### config.mk
export PLATFORM = sky130hd
export DESIGN_NAME = imtc_top
export DESIGN_NICKNAME = d
export VERILOG_FILES = /design/src/core/imtc_top.v
export VERILOG_INCLUDE_DIRS = /design/src /design/src/core
export SDC_FILE = /design/constraint.sdc
export NUM_CORES = 1
export LEC_CHECK = 0
export ABC_AREA = 1
export BUFFER_PORTS_ARGS = -buffer_cell sky130_fd_sc_hd__buf_4
export CORE_MARGIN = 4
export CORE_UTILIZATION = 50
export CTS_BUF_LIST = sky130_fd_sc_hd__clkbuf_8
export DETAILED_ROUTE_END_ITERATION = 6
export PLACE_DENSITY = 0.69
export RECOVER_POWER = 50
export SYNTH_ARGS = -nofsm -noshare
export SYNTH_HDL_FRONTEND = slang
export SYNTH_SLANG_ARGS = --single-unit
export TNS_END_PERCENT = 50
### constraint.sdc
create_clock -name clk -period 5 [get_ports clk]
set_input_delay 1 -clock clk [delete_from_list [all_inputs] [get_ports clk]]
set_output_delay 1 -clock clk [all_outputs]
set_load 0.1 [all_outputs]
### src/core/imtc_map.vh
// Register map, field positions, reset values and timing counts
`ifndef IMTC_MAP_VH
`define IMTC_MAP_VH

// Register byte offsets
`define IMTC_CON_OFS      6'h00
`define IMTC_TAR_OFS      6'h04
`define IMTC_ENA_OFS      6'h08
`define IMTC_DCMD_OFS     6'h0c
`define IMTC_STAT_OFS     6'h10
`define IMTC_SSH_OFS      6'h14
`define IMTC_SSL_OFS      6'h18
`define IMTC_FSH_OFS      6'h1c
`define IMTC_FSL_OFS      6'h20
`define IMTC_DMA_OFS      6'h24

// Controller config fields
`define IMTC_CON_MASTER   0
`define IMTC_CON_SPD_LO   1
`define IMTC_CON_SPD_HI   2
`define IMTC_CON_SLV10    3
`define IMTC_SPD_STD      2'h1
`define IMTC_CON_RST      4'h5

// Target address fields
`define IMTC_TAR_ADDR_HI  9
`define IMTC_TAR_GC_SB    10
`define IMTC_TAR_SPECIAL  11
`define IMTC_TAR_TEN      12
`define IMTC_TAR_RST      13'h0055

// Data/command word
`define IMTC_CMD_RD       8

// Status fields
`define IMTC_ST_ACT       0
`define IMTC_ST_TFNF      1
`define IMTC_ST_TFE       2
`define IMTC_ST_RFNE      3
`define IMTC_ST_RFF       4
`define IMTC_ST_MACT      5
`define IMTC_ST_NACK      6

// DMA handshake control fields
`define IMTC_DMA_RX       0
`define IMTC_DMA_TX       1

// SCL phase minimums and functional clock rate
`define IMTC_FCLK_MHZ     16
`define IMTC_SS_HIGH_NS   4000
`define IMTC_SS_LOW_NS    4700
`define IMTC_FS_HIGH_NS   600
`define IMTC_FS_LOW_NS    1300
`define IMTC_NS_CNT(ns)   ((ns * `IMTC_FCLK_MHZ + 999) / 1000)
`define IMTC_SSH_RST      16'h0040
`define IMTC_SSL_RST      16'h004c
`define IMTC_FSH_RST      16'h000a
`define IMTC_FSL_RST      16'h0015

`endif

### src/core/imtc_top.v
// Two-wire master transfer controller with Avalon-MM registers
//
// Implementation choices: the register offsets and the Avalon-MM interface to the registers.
`timescale 1ns/1ps
`include "imtc_map.vh"

module imtc_fifo #(
	parameter W  = 9,
	parameter D  = 4,
	parameter AW = 2
) (
	input  wire         clk,
	input  wire         rst_b,
	input  wire         clr,
	input  wire         in_valid,
	output wire         in_ready,
	input  wire [W-1:0] in_data,
	output wire         out_valid,
	input  wire         out_ready,
	output wire [W-1:0] out_data
);
	reg [W-1:0] mem [0:D-1];
	reg [AW-1:0] wp_q;
	reg [AW-1:0] rp_q;
	reg [AW:0]   cnt_q;
	wire         push;
	wire         pop;

	assign in_ready  = (cnt_q != D[AW:0]);
	assign out_valid = (cnt_q != {(AW+1){1'b0}});
	assign out_data  = mem[rp_q];
	assign push      = in_valid & in_ready & ~clr;
	assign pop       = out_valid & out_ready & ~clr;

	always @(posedge clk) begin
		if (push) begin
			mem[wp_q] <= in_data;
		end
	end

	always @(posedge clk or negedge rst_b) begin
		if (!rst_b) begin
			wp_q  <= {AW{1'b0}};
			rp_q  <= {AW{1'b0}};
			cnt_q <= {(AW+1){1'b0}};
		end else if (clr) begin
			wp_q  <= {AW{1'b0}};
			rp_q  <= {AW{1'b0}};
			cnt_q <= {(AW+1){1'b0}};
		end else begin
			if (push) begin
				wp_q <= (wp_q == D[AW-1:0] - 1'b1) ? {AW{1'b0}} : wp_q + 1'b1;
			end
			if (pop) begin
				rp_q <= (rp_q == D[AW-1:0] - 1'b1) ? {AW{1'b0}} : rp_q + 1'b1;
			end
			cnt_q <= cnt_q + {{AW{1'b0}}, push} - {{AW{1'b0}}, pop};
		end
	end
endmodule

module imtc_top #(
	parameter FIFO_D  = 4,
	parameter FIFO_AW = 2
) (
	input  wire        clk,
	input  wire        rst_b,
	input  wire [5:0]  avs_address,
	input  wire        avs_read,
	input  wire        avs_write,
	input  wire [31:0] avs_writedata,
	input  wire [3:0]  avs_byteenable,
	output wire [31:0] avs_readdata,
	output wire        avs_waitrequest,
	input  wire        scl_i,
	output wire        scl_o,
	output wire        scl_oe,
	input  wire        sda_i,
	output wire        sda_o,
	output wire        sda_oe,
	output wire        dma_tx_req,
	output wire        dma_rx_req
);
	localparam S_IDLE  = 6'h01;
	localparam S_START = 6'h02;
	localparam S_LOAD  = 6'h04;
	localparam S_BIT   = 6'h08;
	localparam S_RST   = 6'h10;
	localparam S_STOP  = 6'h20;
	localparam H1  = 2'h0;
	localparam H2  = 2'h1;
	localparam H3  = 2'h2;
	localparam DAT = 2'h3;

	// Byte-enable merge of a write into a stored word
	function [31:0] be_merge;
		input [31:0] old;
		input [31:0] nw;
		input [3:0]  be;
		integer i;
		begin
			be_merge = old;
			for (i = 0; i < 4; i = i + 1) begin
				if (be[i]) begin
					be_merge[i*8 +: 8] = nw[i*8 +: 8];
				end
			end
		end
	endfunction

	// Phase count reached; a zero limit acts as one
	function done_f;
		input [15:0] c;
		input [15:0] lim;
		begin
			done_f = ({1'b0, c} + 17'h00001) >= {1'b0, lim};
		end
	endfunction

	reg [3:0]  con_q;
	reg [12:0] tar_q;
	reg        en_q;
	reg [15:0] ssh_q;
	reg [15:0] ssl_q;
	reg [15:0] fsh_q;
	reg [15:0] fsl_q;
	reg [1:0]  dma_q;
	reg        ack_q;
	reg [31:0] rdata_q;
	reg [31:0] rdata_d;
	reg        scl_m_q;
	reg        scl_s;
	reg        sda_m_q;
	reg        sda_s;
	reg [5:0]  st_q;
	reg [1:0]  sub_q;
	reg        ph_q;
	reg [15:0] cnt_q;
	reg [8:0]  sh_q;
	reg [7:0]  rsh_q;
	reg [3:0]  bc_q;
	reg [1:0]  stg_q;
	reg        rd_q;
	reg        isd_q;
	reg        rs_pend_q;
	reg        scl_low_q;
	reg        sda_low_q;
	reg        nack_q;
	reg [7:0]  hdr_byte;
	wire       req;
	wire       stall;
	wire       go_acc;
	wire       is_dcmd;
	wire       tx_in_rdy;
	wire       tx_v;
	wire [8:0] tx_dout;
	wire       rx_v;
	wire       rx_in_rdy;
	wire [7:0] rx_dout;
	wire       tx_push;
	wire       tx_pop;
	wire       rx_pop;
	wire       rx_push;
	wire       nack_flush;
	wire       hi_end;
	wire       std_mode;
	wire [15:0] hcnt;
	wire [15:0] lcnt;
	wire       is_stop;
	wire [31:0] wtmp;
	wire [31:0] con_m;
	wire [31:0] tar_m;
	wire [31:0] ssh_m;
	wire [31:0] ssl_m;
	wire [31:0] fsh_m;
	wire [31:0] fsl_m;

	// Bus slave handshake; a full command FIFO holds the write off
	assign is_dcmd  = (avs_address[5:2] == `IMTC_DCMD_OFS >> 2);
	assign req      = avs_read | avs_write;
	assign stall    = avs_write & is_dcmd & en_q & ~tx_in_rdy;
	assign go_acc   = req & ~ack_q & ~stall;
	assign avs_waitrequest = req & ~ack_q;
	assign avs_readdata    = rdata_q;
	assign tx_push  = go_acc & avs_write & is_dcmd & en_q;
	assign rx_pop   = go_acc & avs_read & is_dcmd & rx_v;

	// Byte-lane merges of the write data into the config, target and count registers
	assign wtmp  = be_merge(32'h00000000, avs_writedata, avs_byteenable);
	assign con_m = be_merge({28'h0000000, con_q}, wtmp, avs_byteenable);
	assign tar_m = be_merge({19'h00000, tar_q}, wtmp, avs_byteenable);
	assign ssh_m = be_merge({16'h0000, ssh_q}, wtmp, avs_byteenable);
	assign ssl_m = be_merge({16'h0000, ssl_q}, wtmp, avs_byteenable);
	assign fsh_m = be_merge({16'h0000, fsh_q}, wtmp, avs_byteenable);
	assign fsl_m = be_merge({16'h0000, fsl_q}, wtmp, avs_byteenable);

	always @* begin
		rdata_d = 32'h00000000;
		case ({avs_address[5:2], 2'b00})
			`IMTC_CON_OFS:  rdata_d[3:0] = con_q;
			`IMTC_TAR_OFS:  rdata_d[12:0] = tar_q;
			`IMTC_ENA_OFS:  rdata_d[0] = en_q;
			`IMTC_DCMD_OFS: rdata_d[7:0] = rx_v ? rx_dout : 8'h00;
			`IMTC_STAT_OFS: begin
				rdata_d[`IMTC_ST_ACT]  = (st_q != S_IDLE) | tx_v;
				rdata_d[`IMTC_ST_TFNF] = tx_in_rdy;
				rdata_d[`IMTC_ST_TFE]  = ~tx_v;
				rdata_d[`IMTC_ST_RFNE] = rx_v;
				rdata_d[`IMTC_ST_RFF]  = ~rx_in_rdy;
				rdata_d[`IMTC_ST_MACT] = (st_q != S_IDLE);
				rdata_d[`IMTC_ST_NACK] = nack_q;
			end
			`IMTC_SSH_OFS:  rdata_d[15:0] = ssh_q;
			`IMTC_SSL_OFS:  rdata_d[15:0] = ssl_q;
			`IMTC_FSH_OFS:  rdata_d[15:0] = fsh_q;
			`IMTC_FSL_OFS:  rdata_d[15:0] = fsl_q;
			`IMTC_DMA_OFS:  rdata_d[1:0] = dma_q;
			default:        rdata_d = 32'h00000000;
		endcase
	end

	// Register writes and read capture
	always @(posedge clk or negedge rst_b) begin
		if (!rst_b) begin
			con_q   <= `IMTC_CON_RST;
			tar_q   <= `IMTC_TAR_RST;
			en_q    <= 1'b0;
			ssh_q   <= `IMTC_SSH_RST;
			ssl_q   <= `IMTC_SSL_RST;
			fsh_q   <= `IMTC_FSH_RST;
			fsl_q   <= `IMTC_FSL_RST;
			dma_q   <= 2'h0;
			ack_q   <= 1'b0;
			rdata_q <= 32'h00000000;
		end else begin
			ack_q <= go_acc;
			if (go_acc & avs_read) begin
				rdata_q <= rdata_d;
			end
			if (go_acc & avs_write) begin
				case ({avs_address[5:2], 2'b00})
					`IMTC_CON_OFS: con_q <= con_m[3:0];
					`IMTC_TAR_OFS: tar_q <= tar_m[12:0];
					`IMTC_ENA_OFS: if (avs_byteenable[0]) en_q <= wtmp[0];
					`IMTC_SSH_OFS: ssh_q <= ssh_m[15:0];
					`IMTC_SSL_OFS: ssl_q <= ssl_m[15:0];
					`IMTC_FSH_OFS: fsh_q <= fsh_m[15:0];
					`IMTC_FSL_OFS: fsl_q <= fsl_m[15:0];
					`IMTC_DMA_OFS: if (avs_byteenable[0]) dma_q <= wtmp[1:0];
					default: ;
				endcase
			end
		end
	end

	// Command and receive buffers, cleared while disabled
	imtc_fifo #(.W(9), .D(FIFO_D), .AW(FIFO_AW)) u_txf (
		.clk       (clk),
		.rst_b     (rst_b),
		.clr       (~en_q | nack_flush),
		.in_valid  (tx_push),
		.in_ready  (tx_in_rdy),
		.in_data   (avs_writedata[8:0]),
		.out_valid (tx_v),
		.out_ready (tx_pop),
		.out_data  (tx_dout)
	);

	imtc_fifo #(.W(8), .D(FIFO_D), .AW(FIFO_AW)) u_rxf (
		.clk       (clk),
		.rst_b     (rst_b),
		.clr       (~en_q),
		.in_valid  (rx_push),
		.in_ready  (rx_in_rdy),
		.in_data   (rsh_q),
		.out_valid (rx_v),
		.out_ready (rx_pop),
		.out_data  (rx_dout)
	);

	assign dma_tx_req = dma_q[`IMTC_DMA_TX] & en_q & tx_in_rdy;
	assign dma_rx_req = dma_q[`IMTC_DMA_RX] & rx_v;

	// Pin synchronisers
	always @(posedge clk or negedge rst_b) begin
		if (!rst_b) begin
			scl_m_q <= 1'b1;
			scl_s   <= 1'b1;
			sda_m_q <= 1'b1;
			sda_s   <= 1'b1;
		end else begin
			scl_m_q <= scl_i;
			scl_s   <= scl_m_q;
			sda_m_q <= sda_i;
			sda_s   <= sda_m_q;
		end
	end

	assign std_mode = (con_q[`IMTC_CON_SPD_HI:`IMTC_CON_SPD_LO] == `IMTC_SPD_STD);
	assign hcnt     = std_mode ? ssh_q : fsh_q;
	assign lcnt     = std_mode ? ssl_q : fsl_q;
	assign hi_end   = ph_q & scl_s & done_f(cnt_q, hcnt);
	assign is_stop  = (st_q == S_STOP);
	assign tx_pop   = (st_q == S_LOAD) & (stg_q == DAT) & ~rs_pend_q & tx_v &
		(tx_dout[`IMTC_CMD_RD] == rd_q) & (~rd_q | rx_in_rdy);
	assign rx_push  = (st_q == S_BIT) & hi_end & (bc_q == 4'h8) & isd_q & rd_q;
	assign nack_flush = (st_q == S_BIT) & hi_end & (bc_q == 4'h8) &
		~(isd_q & rd_q) & sda_s;

	// Address bytes for 7-bit, 10-bit and special targets
	always @* begin
		hdr_byte = 8'h00;
		case (stg_q)
			H1: begin
				if (tar_q[`IMTC_TAR_SPECIAL]) begin
					hdr_byte = tar_q[`IMTC_TAR_GC_SB] ? 8'h01 : 8'h00;
				end else if (tar_q[`IMTC_TAR_TEN]) begin
					hdr_byte = {5'h1e, tar_q[9:8], 1'b0};
				end else begin
					hdr_byte = {tar_q[6:0], rd_q};
				end
			end
			H2: hdr_byte = tar_q[7:0];
			H3: hdr_byte = {5'h1e, tar_q[9:8], 1'b1};
			default: hdr_byte = 8'h00;
		endcase
	end

	// Transfer engine
	always @(posedge clk or negedge rst_b) begin
		if (!rst_b) begin
			st_q      <= S_IDLE;
			sub_q     <= 2'h0;
			ph_q      <= 1'b0;
			cnt_q     <= 16'h0000;
			sh_q      <= 9'h1ff;
			rsh_q     <= 8'h00;
			bc_q      <= 4'h0;
			stg_q     <= H1;
			rd_q      <= 1'b0;
			isd_q     <= 1'b0;
			rs_pend_q <= 1'b0;
			scl_low_q <= 1'b0;
			sda_low_q <= 1'b0;
			nack_q    <= 1'b0;
		end else begin
			case (st_q)
				S_IDLE: begin
					scl_low_q <= 1'b0;
					sda_low_q <= 1'b0;
					cnt_q     <= 16'h0000;
					sub_q     <= 2'h0;
					ph_q      <= 1'b1;
					if (en_q & con_q[`IMTC_CON_MASTER] & tx_v) begin
						rd_q   <= tx_dout[`IMTC_CMD_RD];
						stg_q  <= H1;
						nack_q <= 1'b0;
						st_q   <= S_START;
					end
				end
				S_START: begin
					if (scl_s) begin
						cnt_q <= cnt_q + 16'h0001;
					end
					if (hi_end) begin
						cnt_q <= 16'h0000;
						if (sub_q == 2'h0) begin
							sda_low_q <= 1'b1;
							sub_q     <= 2'h1;
						end else begin
							scl_low_q <= 1'b1;
							st_q      <= S_LOAD;
						end
					end
				end
				S_LOAD: begin
					cnt_q <= 16'h0000;
					ph_q  <= 1'b0;
					bc_q  <= 4'h0;
					sub_q <= 2'h0;
					if (rs_pend_q) begin
						rs_pend_q <= 1'b0;
						st_q      <= S_RST;
					end else if (stg_q != DAT) begin
						sh_q  <= {hdr_byte, 1'b1};
						isd_q <= 1'b0;
						st_q  <= S_BIT;
						if (stg_q == H1 & tar_q[`IMTC_TAR_TEN] &
								~tar_q[`IMTC_TAR_SPECIAL]) begin
							stg_q <= H2;
						end else if (stg_q == H2 & rd_q) begin
							stg_q     <= H3;
							rs_pend_q <= 1'b1;
						end else begin
							stg_q <= DAT;
						end
					end else if (!tx_v) begin
						st_q <= S_STOP;
					end else if (tx_dout[`IMTC_CMD_RD] != rd_q) begin
						rd_q  <= tx_dout[`IMTC_CMD_RD];
						stg_q <= H1;
						st_q  <= S_RST;
					end else if (tx_pop) begin
						sh_q  <= rd_q ? 9'h1ff : {tx_dout[7:0], 1'b1};
						isd_q <= 1'b1;
						st_q  <= S_BIT;
					end
				end
				S_BIT: begin
					if (!ph_q) begin
						scl_low_q <= 1'b1;
						if (bc_q == 4'h8 && isd_q && rd_q) begin
							sda_low_q <= tx_v & tx_dout[`IMTC_CMD_RD];
						end else begin
							sda_low_q <= ~sh_q[8];
						end
						cnt_q <= cnt_q + 16'h0001;
						if (done_f(cnt_q, lcnt)) begin
							cnt_q     <= 16'h0000;
							ph_q      <= 1'b1;
							scl_low_q <= 1'b0;
						end
					end else begin
						if (scl_s) begin
							cnt_q <= cnt_q + 16'h0001;
						end
						if (hi_end) begin
							cnt_q     <= 16'h0000;
							ph_q      <= 1'b0;
							scl_low_q <= 1'b1;
							sh_q      <= {sh_q[7:0], 1'b1};
							bc_q      <= bc_q + 4'h1;
							if (bc_q != 4'h8) begin
								rsh_q <= {rsh_q[6:0], sda_s};
							end else if (nack_flush) begin
								nack_q <= 1'b1;
								sub_q  <= 2'h0;
								st_q   <= S_STOP;
							end else begin
								st_q <= S_LOAD;
							end
						end
					end
				end
				S_RST, S_STOP: begin
					if (sub_q == 2'h0) begin
						scl_low_q <= 1'b1;
						sda_low_q <= is_stop;
						cnt_q     <= cnt_q + 16'h0001;
						if (done_f(cnt_q, lcnt)) begin
							cnt_q     <= 16'h0000;
							scl_low_q <= 1'b0;
							ph_q      <= 1'b1;
							sub_q     <= 2'h1;
						end
					end else begin
						if (scl_s) begin
							cnt_q <= cnt_q + 16'h0001;
						end
						if (hi_end) begin
							cnt_q <= 16'h0000;
							if (sub_q == 2'h1) begin
								sda_low_q <= ~is_stop;
								sub_q     <= 2'h2;
							end else if (is_stop) begin
								st_q <= S_IDLE;
							end else begin
								scl_low_q <= 1'b1;
								st_q      <= S_LOAD;
							end
						end
					end
				end
				default: st_q <= S_IDLE;
			endcase
		end
	end

	assign scl_o  = 1'b0;
	assign sda_o  = 1'b0;
	assign scl_oe = scl_low_q;
	assign sda_oe = sda_low_q;
endmodule

### Yosys cells after proc, flatten, opt, wreduce, memory -nomap -nowiden

Memories as Yosys holds them, arrays and structs flattened.
Index checks and enable logic that the tools add are counted.

* register bits: 173
* latch bits: 0
* memory bits (writable): 68
* bits in read-only memories: 0
* logic and storage cells: 351
* memories: 2

* add/subtract/negate cells: 11
* multipliers: 0
* div/mod/pow operators: 0
* magnitude comparators: 2
* equal/unequal tests: 64
* shifts and indexed selects: 0
* mux-type cells: 130
* bitwise logic cells: 59
* reductions and logical operators: 44

Memory list
* u_txf.mem: words 4, bits a word 9, read ports 1, clocked after Yosys merged registers in 0, write ports 1, RTL line imtc_top.v:22 `reg [W-1:0] mem [0:D-1];`
* u_rxf.mem: words 4, bits a word 8, read ports 1, clocked after Yosys merged registers in 0, write ports 1, RTL line imtc_top.v:22

Operator list (count)
* 16-bit two-way mux: 7
* 6-bit two-way mux: 15
* 9-bit two-way mux: 8
* 16-bit case mux with 4 select lines: 1
* 2-bit two-way mux: 28
* 1-bit two-way mux: 45
* 3-bit AND reduction: 15
* 1-bit AND: 42
* 2-bit inequality test, second input constant: 19
* 17-bit by 16-bit greater-or-equal comparator with 1-bit output: 2
* 6-bit case mux with 5 select lines: 1
* 3-bit inequality test, second input constant: 9
* 5-bit case mux with 5 select lines: 1
* 8-bit two-way mux: 3
* 8-bit case mux with 3 select lines: 1
* 3-bit case mux with 7 select lines: 1
* 10-bit AND reduction: 2
* 9-bit case mux with 2 select lines: 1
* 6-bit AND reduction: 3
* 16-bit by 1-bit adder with 17-bit output, second input constant: 1
* 16-bit by 1-bit adder with 16-bit output, second input constant: 1
* 4-bit by 3-bit == test with 1-bit output, second input constant: 4
* 2-bit case mux with 8 select lines: 1
* 7-bit AND reduction: 2
* 45 further kinds: 97

### Longest topological paths before layout

* word-level depth: 14
* mapped depth: 30
* depth with buffers taken out: 30

### Hierarchy

From an unflattened synthesis, not the netlist that was laid out.

* cells, all modules: 1585
* area total of the unflattened synthesis: 13494.2 sq um

Modules (own cells, without submodules)
* imtc_top: times used 1, cells each 1267, area each 9721.8 sq um, seq. area each 3988.8 sq um
* imtc_fifo (u_txf): times used 1, cells each 164, area each 1959.4 sq um, seq. area each 1256.2 sq um
* imtc_fifo (u_rxf): times used 1, cells each 154, area each 1813.0 sq um, seq. area each 1136.1 sq um

### Worst setup path before layout

Ideal clock, no wire load.

* kind: input -> register
* from: input port avs_read
* to: register u_rxf.cnt_q[2]
* arrival: 4.542 ns
* path slack: 0.372 ns
* stages on the path: 14
* buffers on the path: 1
* cells stage by stage: inv_1 -> a21oi_1 -> nand2_1 -> nor2_1 -> clkbuf_1 -> nand2_1 -> nor2_1 -> ha_1 -> inv_1 -> ha_1 -> inv_1 -> fa_1 -> and3_1 -> nor3_1

* word-level cells in the longest chain between the ends: 10

Ends and longest elaborated chain
* from (decl): RTL line imtc_top.v:69 `input wire avs_read,`
* 1-bit OR: RTL line imtc_top.v:180 `assign req = avs_read | avs_write;`
* 1-bit AND
* named net avs_waitrequest: RTL line imtc_top.v:74 `output wire avs_waitrequest,`
* 1-bit AND: RTL line imtc_top.v:182 `assign go_acc = req & ~ack_q & ~stall;`
* 1-bit AND (3 in a row): RTL line imtc_top.v:186 `assign rx_pop = go_acc & avs_read & is_dcmd & rx_v;`
* 1-bit AND (2 in a row): RTL line imtc_top.v:33 `assign pop = out_valid & out_ready & ~clr;`
* 3-bit by 1-bit subtractor with 3-bit output: RTL line imtc_top.v:57 `cnt_q <= cnt_q + {{AW{1'b0}}, push} - {{AW{1'b0}}, pop};`
* 3-bit two-way mux: RTL line imtc_top.v:46 `end else if (clr) begin`
* to (signal assigned): RTL line imtc_top.v:45 `cnt_q <= {(AW+1){1'b0}};`
* to (signal assigned): RTL line imtc_top.v:49 `cnt_q <= {(AW+1){1'b0}};`
* to (signal assigned): RTL line imtc_top.v:57
* to (decl): RTL line imtc_top.v:25 `reg [AW:0] cnt_q;`

The timed path passes the listed nets, and every way through them passes these cells.
A chain may end at the register's enable or synchronous reset.

### Final worst setup path

* from: register cnt_q[0]
* to: register u_txf.cnt_q[2]

* word-level cells in the longest chain between the ends: 13

Ends and longest elaborated chain
* from (decl): RTL line imtc_top.v:138 `reg [15:0] cnt_q;`
* from (signal assigned): RTL line imtc_top.v:363 `cnt_q <= cnt_q + 16'h0001;`
* from (signal assigned): RTL line imtc_top.v:417 `cnt_q <= cnt_q + 16'h0001;`
* from (signal assigned): RTL line imtc_top.v:425 `cnt_q <= cnt_q + 16'h0001;`
* 16-bit by 1-bit adder with 17-bit output (*): RTL line imtc_top.v:116 `done_f = ({1'b0, c} + 17'h00001) >= {1'b0, lim};`
* 17-bit by 16-bit greater-or-equal comparator with 1-bit output (*): RTL line imtc_top.v:116
* 1-bit AND (*): RTL line imtc_top.v:302 `assign hi_end = ph_q & scl_s & done_f(cnt_q, hcnt);`
* 1-bit AND (*) (3 in a row): RTL line imtc_top.v:307 `assign nack_flush = (st_q == S_BIT) & hi_end & (bc_q == 4'h8) &`
* 1-bit AND (*): RTL line imtc_top.v:308 `~(isd_q & rd_q) & sda_s;`
* 1-bit OR (*): RTL line imtc_top.v:260 `.clr (~en_q | nack_flush),`
* 1-bit NOT: RTL line imtc_top.v:32, imtc_top.v:33
* 1-bit AND: RTL line imtc_top.v:32 `assign push = in_valid & in_ready & ~clr;`
* 3-bit by 1-bit adder with 3-bit output: RTL line imtc_top.v:57
* 3-bit by 1-bit subtractor with 3-bit output: RTL line imtc_top.v:57
* 3-bit two-way mux (*): RTL line imtc_top.v:46
* to (signal assigned): RTL line imtc_top.v:45
* to (signal assigned): RTL line imtc_top.v:49
* to (signal assigned): RTL line imtc_top.v:57
* to (decl): RTL line imtc_top.v:25

Every way passes the cells marked *; elsewhere a longest branch is shown, timed or not.

==> impl_metrics.csv <==
group,metric,value,unit
outcome,violations,"max-capacitance violations, max-slew violations",
power_and_ir_drop,clkPwrFrac,24.7,%
sta,final_max_slew_viol_count,175,
worst_setup_path,cp-start-kind,"register",
detailed_routing,drt_first_iter_violations,868,
worst_setup_path,crit_type,"register to register",
detailed_routing,avgViaCountPerCell,5.40,
synth,synth_top_area_cell,"dfrtp_1",
power_and_ir_drop,power_density,505,nW/µm²
global_route,first_global_vias,10200,
synth,synth_flop_cell,"dfrtp_1",
synth,synth_cells,1567,
floorplan,rows,59,
worst_setup_path,cp.required,5.47,ns
sta,rsz0062_at_grt,"false",
sta,hold_viol_final,0,
synth,ys_top_cells_by_count,"335 x nand2_1, 190 x inv_1, 177 x o21ai_0",
detailed_routing,route.detailed.drc,0,
sta,finalSetupViolCount,0,
cells_and_area,fin_nets,1728,
synth,syn_area,13100,µm²
cells_and_area,final_cells,1999,
outcome,status,"finished with violations",
detailed_routing,first_pass_iters,6,
cells_and_area,multi_input_area,5680,µm²
synth,yosys_warnings,0,
placement,routabilityCongestion,0.867,
sta,period_needed,4.51,ns
cells_and_area,drive_gt1_share,12.5,%
power_and_ir_drop,p_comb_share,38.9,%
power_and_ir_drop,leakagePower,6.87,nW
clock_tree,insertion_delay,0.58,ns
synth,async_flop_share,71.7,%
cells_and_area,antennaDiodeCount,0,
sta,skew,0.0451,ns
floorplan,start_util,50.7,%
power_and_ir_drop,netSwitchingPower,3.08,mW
synth,synth_edf_count,68,
placement,io_buffers,48,
detailed_routing,dr_total_vias,10800,
cells_and_area,syn_to_final_growth,10.7,%
clock_tree,clockBufferDepth,3,
clock_tree,cts_sinks,240,
synth,ys_ff_latch,240,
worst_setup_path,slowest_stage,"dfrtp_2",
floorplan,core,25900,µm²
global_route,globalRouteTotalUtil,23.2,%
global_route,overflow,0,
sta,max_freq,222,MHz
sta,tns,0,ns
power_and_ir_drop,design_power_total,7.34,mW
power_and_ir_drop,vdd_drop_max,0.346,mV
synth,netlist.area_leader.share,27.5,%
worst_setup_path,critPathArrivalTime,4.99,ns
synth,synthDistinctLibCells,60,
power_and_ir_drop,swShare,42.0,%
floorplan,fp.dieArea,28900,µm²
sta,tightest_slew,2.64,ns
worst_setup_path,max_stage_delay,0.44,ns
sta,relSlewSlack,-75.7,%
detailed_routing,antenna_left,0,
cells_and_area,fin_util,56.1,%
worst_setup_path,critPathCaptureType,"register",
floorplan,die_w,170,µm
min_path,hold_path.class,"register to register",
clock_tree,numCtsBuffers,43,
synth,yosysSeqAreaShare,48.6,%
worst_setup_path,crit_top_cell,"nor2_1",
clock_tree,clock-root-buffer,"clkbuf_8",
worst_setup_path,critPathMaxFanout,14,
flow_run,max_cap_viol_count,2,
power_and_ir_drop,seq_power_share,36.3,%
global_route,grt_start_max_net_pins,105,
clock_tree,clkTransAtPathRegs,0.06,ns
placement,dp.cells,1919,
detailed_routing,drt-total-wl,33.2,mm
clock_tree,cts_hold_buffers,0,
floorplan,boundaryPins,87,
placement,dpl.hpwl,24.0,mm
cells_and_area,num-fill-cells,2345,
power_and_ir_drop,p_int,4.26,mW
cells_and_area,seq_area,6380,µm²
sta,final.period_utilization,90.3,%
global_route,grt_pass1_wl,53.9,mm
synth,yosys-top-cells-area,"dfrtp_1 27%, edfxtp_1 16%, nand2_1 9.6%, o21ai_0 6.7%, dfstp_2 5.6%",
floorplan,die_h,170,µm
detailed_routing,wl_per_cell,16.6,µm
clock_tree,htreeDepth,2,
clock_tree,cts_tree,"yes",
synth,avgSynthCellArea,8.38,µm²
global_route,antenna_found_initial,0,
synth,synth_most_common_cell,"nand2_1",
worst paths after layout:
check	start	end	slack [ns]	cells after the start
setup / recovery	cnt_q[0]	u_txf.cnt_q[2]	0.49	27
min in group asynchronous	rst_b	cnt_q[9]	1.20	1
max in group asynchronous	rst_b	avs_readdata[1]	1.08	2
setup reg to reg	cnt_q[0]	u_txf.cnt_q[2]	0.49	27
hold reg to reg	scl_m_q	scl_s	0.37	0
hold / removal	scl_m_q	scl_s	0.37	0
flip-flops by register name, summed over array words and instances, names as in the netlist, 4 cells and up:
| register | flops |
|---|---|
| con_q | 4 |
| sh_q | 8 |
| ssh_q | 16 |
| st_q | 6 |
| ssl_q | 16 |
| fsh_q | 16 |
| u_txf.mem | 36 |
| avs_readdata | 16 |
| u_rxf.mem | 32 |
| bc_q | 4 |
| cnt_q | 16 |
| rsh_q | 8 |
| fsl_q | 16 |
| tar_q | 13 |
metrics by stage:
step	hold WS, ns	setup WS [ns]	instance area (µm²)
floorplan	0.345	0.372	13200
global placement	0.346	0.462	13700
detailed placement	0.349	0.337	13700
CTS	0.368	0.285	14600
global route	0.365	0.0314	14500
finish	0.365	0.486	14500
power by group through the flow:
stage | clock [mW] | sequential, mW | combinational [mW]
floorplan | 0 | 2.83 | 2.00
global placement | 0 | 2.68 | 2.78
detailed placement | 0 | 2.69 | 2.86
CTS | 1.85 | 2.66 | 2.87
global route | 1.95 | 2.71 | 3.24
finish | 1.81 | 2.67 | 2.86
layout by cell type (no fill, tap or decap), drive strengths merged, types with 2 or more instances in the layout:
master     n
a31o       2
inv      214
a21o       3
o221ai     6
or2        2
nand2    350
edfxtp    68
o2111ai    7
o21ai    190
nor4       2
nor3b      3
mux2       5
conb      18
a22oi      4
nor2     193
a221oi    11
xor2      13
fa         2
a31oi      6
o22ai     31
ha        49
o21bai     4
mux2i      3
dfrtp    144
clkinv    14
a21oi     79
dfstp     28
clkbuf    64
buf       50
nand4     21
nor3      13
o211ai     4
nand3     48
critical path: cells and delay by family, from the launching register on:
kind	cells	cell delay, ns
simple gates	17	2.24
fa+ha+maj	5	1.33
flops	1	0.44
buf+inv	4	0.24
xor+xnor	1	0.18
logic make-up after synthesis:
family | after synthesis | share of synthesized area (%)
adder cells (fa/ha/maj) | 51 | 4.98
multiplexers | 8 | 0.658
buffers and inverters | 264 | 8.45
other | 1 | 0.0286
AND/OR/NAND/NOR | 635 | 20.9
flip-flops | 240 | 48.6
AO/OA/AOI/OAI | 354 | 15.4
XOR/XNOR | 14 | 0.934
routing by layer:
| layer | track usage, % | vias to the layer above | wire [µm] |
|---|---|---|---|
| met3 | 4.16 | 62 | 2500 |
| met5 | 0 | - | 0 |
| met2 | 35.4 | 371 | 15000 |
| met4 | 7.12 | 0 | 900 |
| li1 | - | 5312 | - |
| met1 | 34.2 | 5054 | 14800 |
cell type report:
type / instances / area share, %
sequential: 240 / 43.9
tap: 335 / 2.88
clock inverter: 30 / 1.20
clock buffer: 50 / 4.73
timing repair buffer: 64 / 3.01
inverter: 200 / 5.17
multi-input combinational: 1080 / 39.1
timing repair:
action / in CTS / in global routing
gates resized for setup: 0 / 2
endpoints found under the setup margin: 0 / 2
hold endpoints to repair: 0 / 0
buffers inserted: 0 / 0
Power figures use the tool's default switching activity.
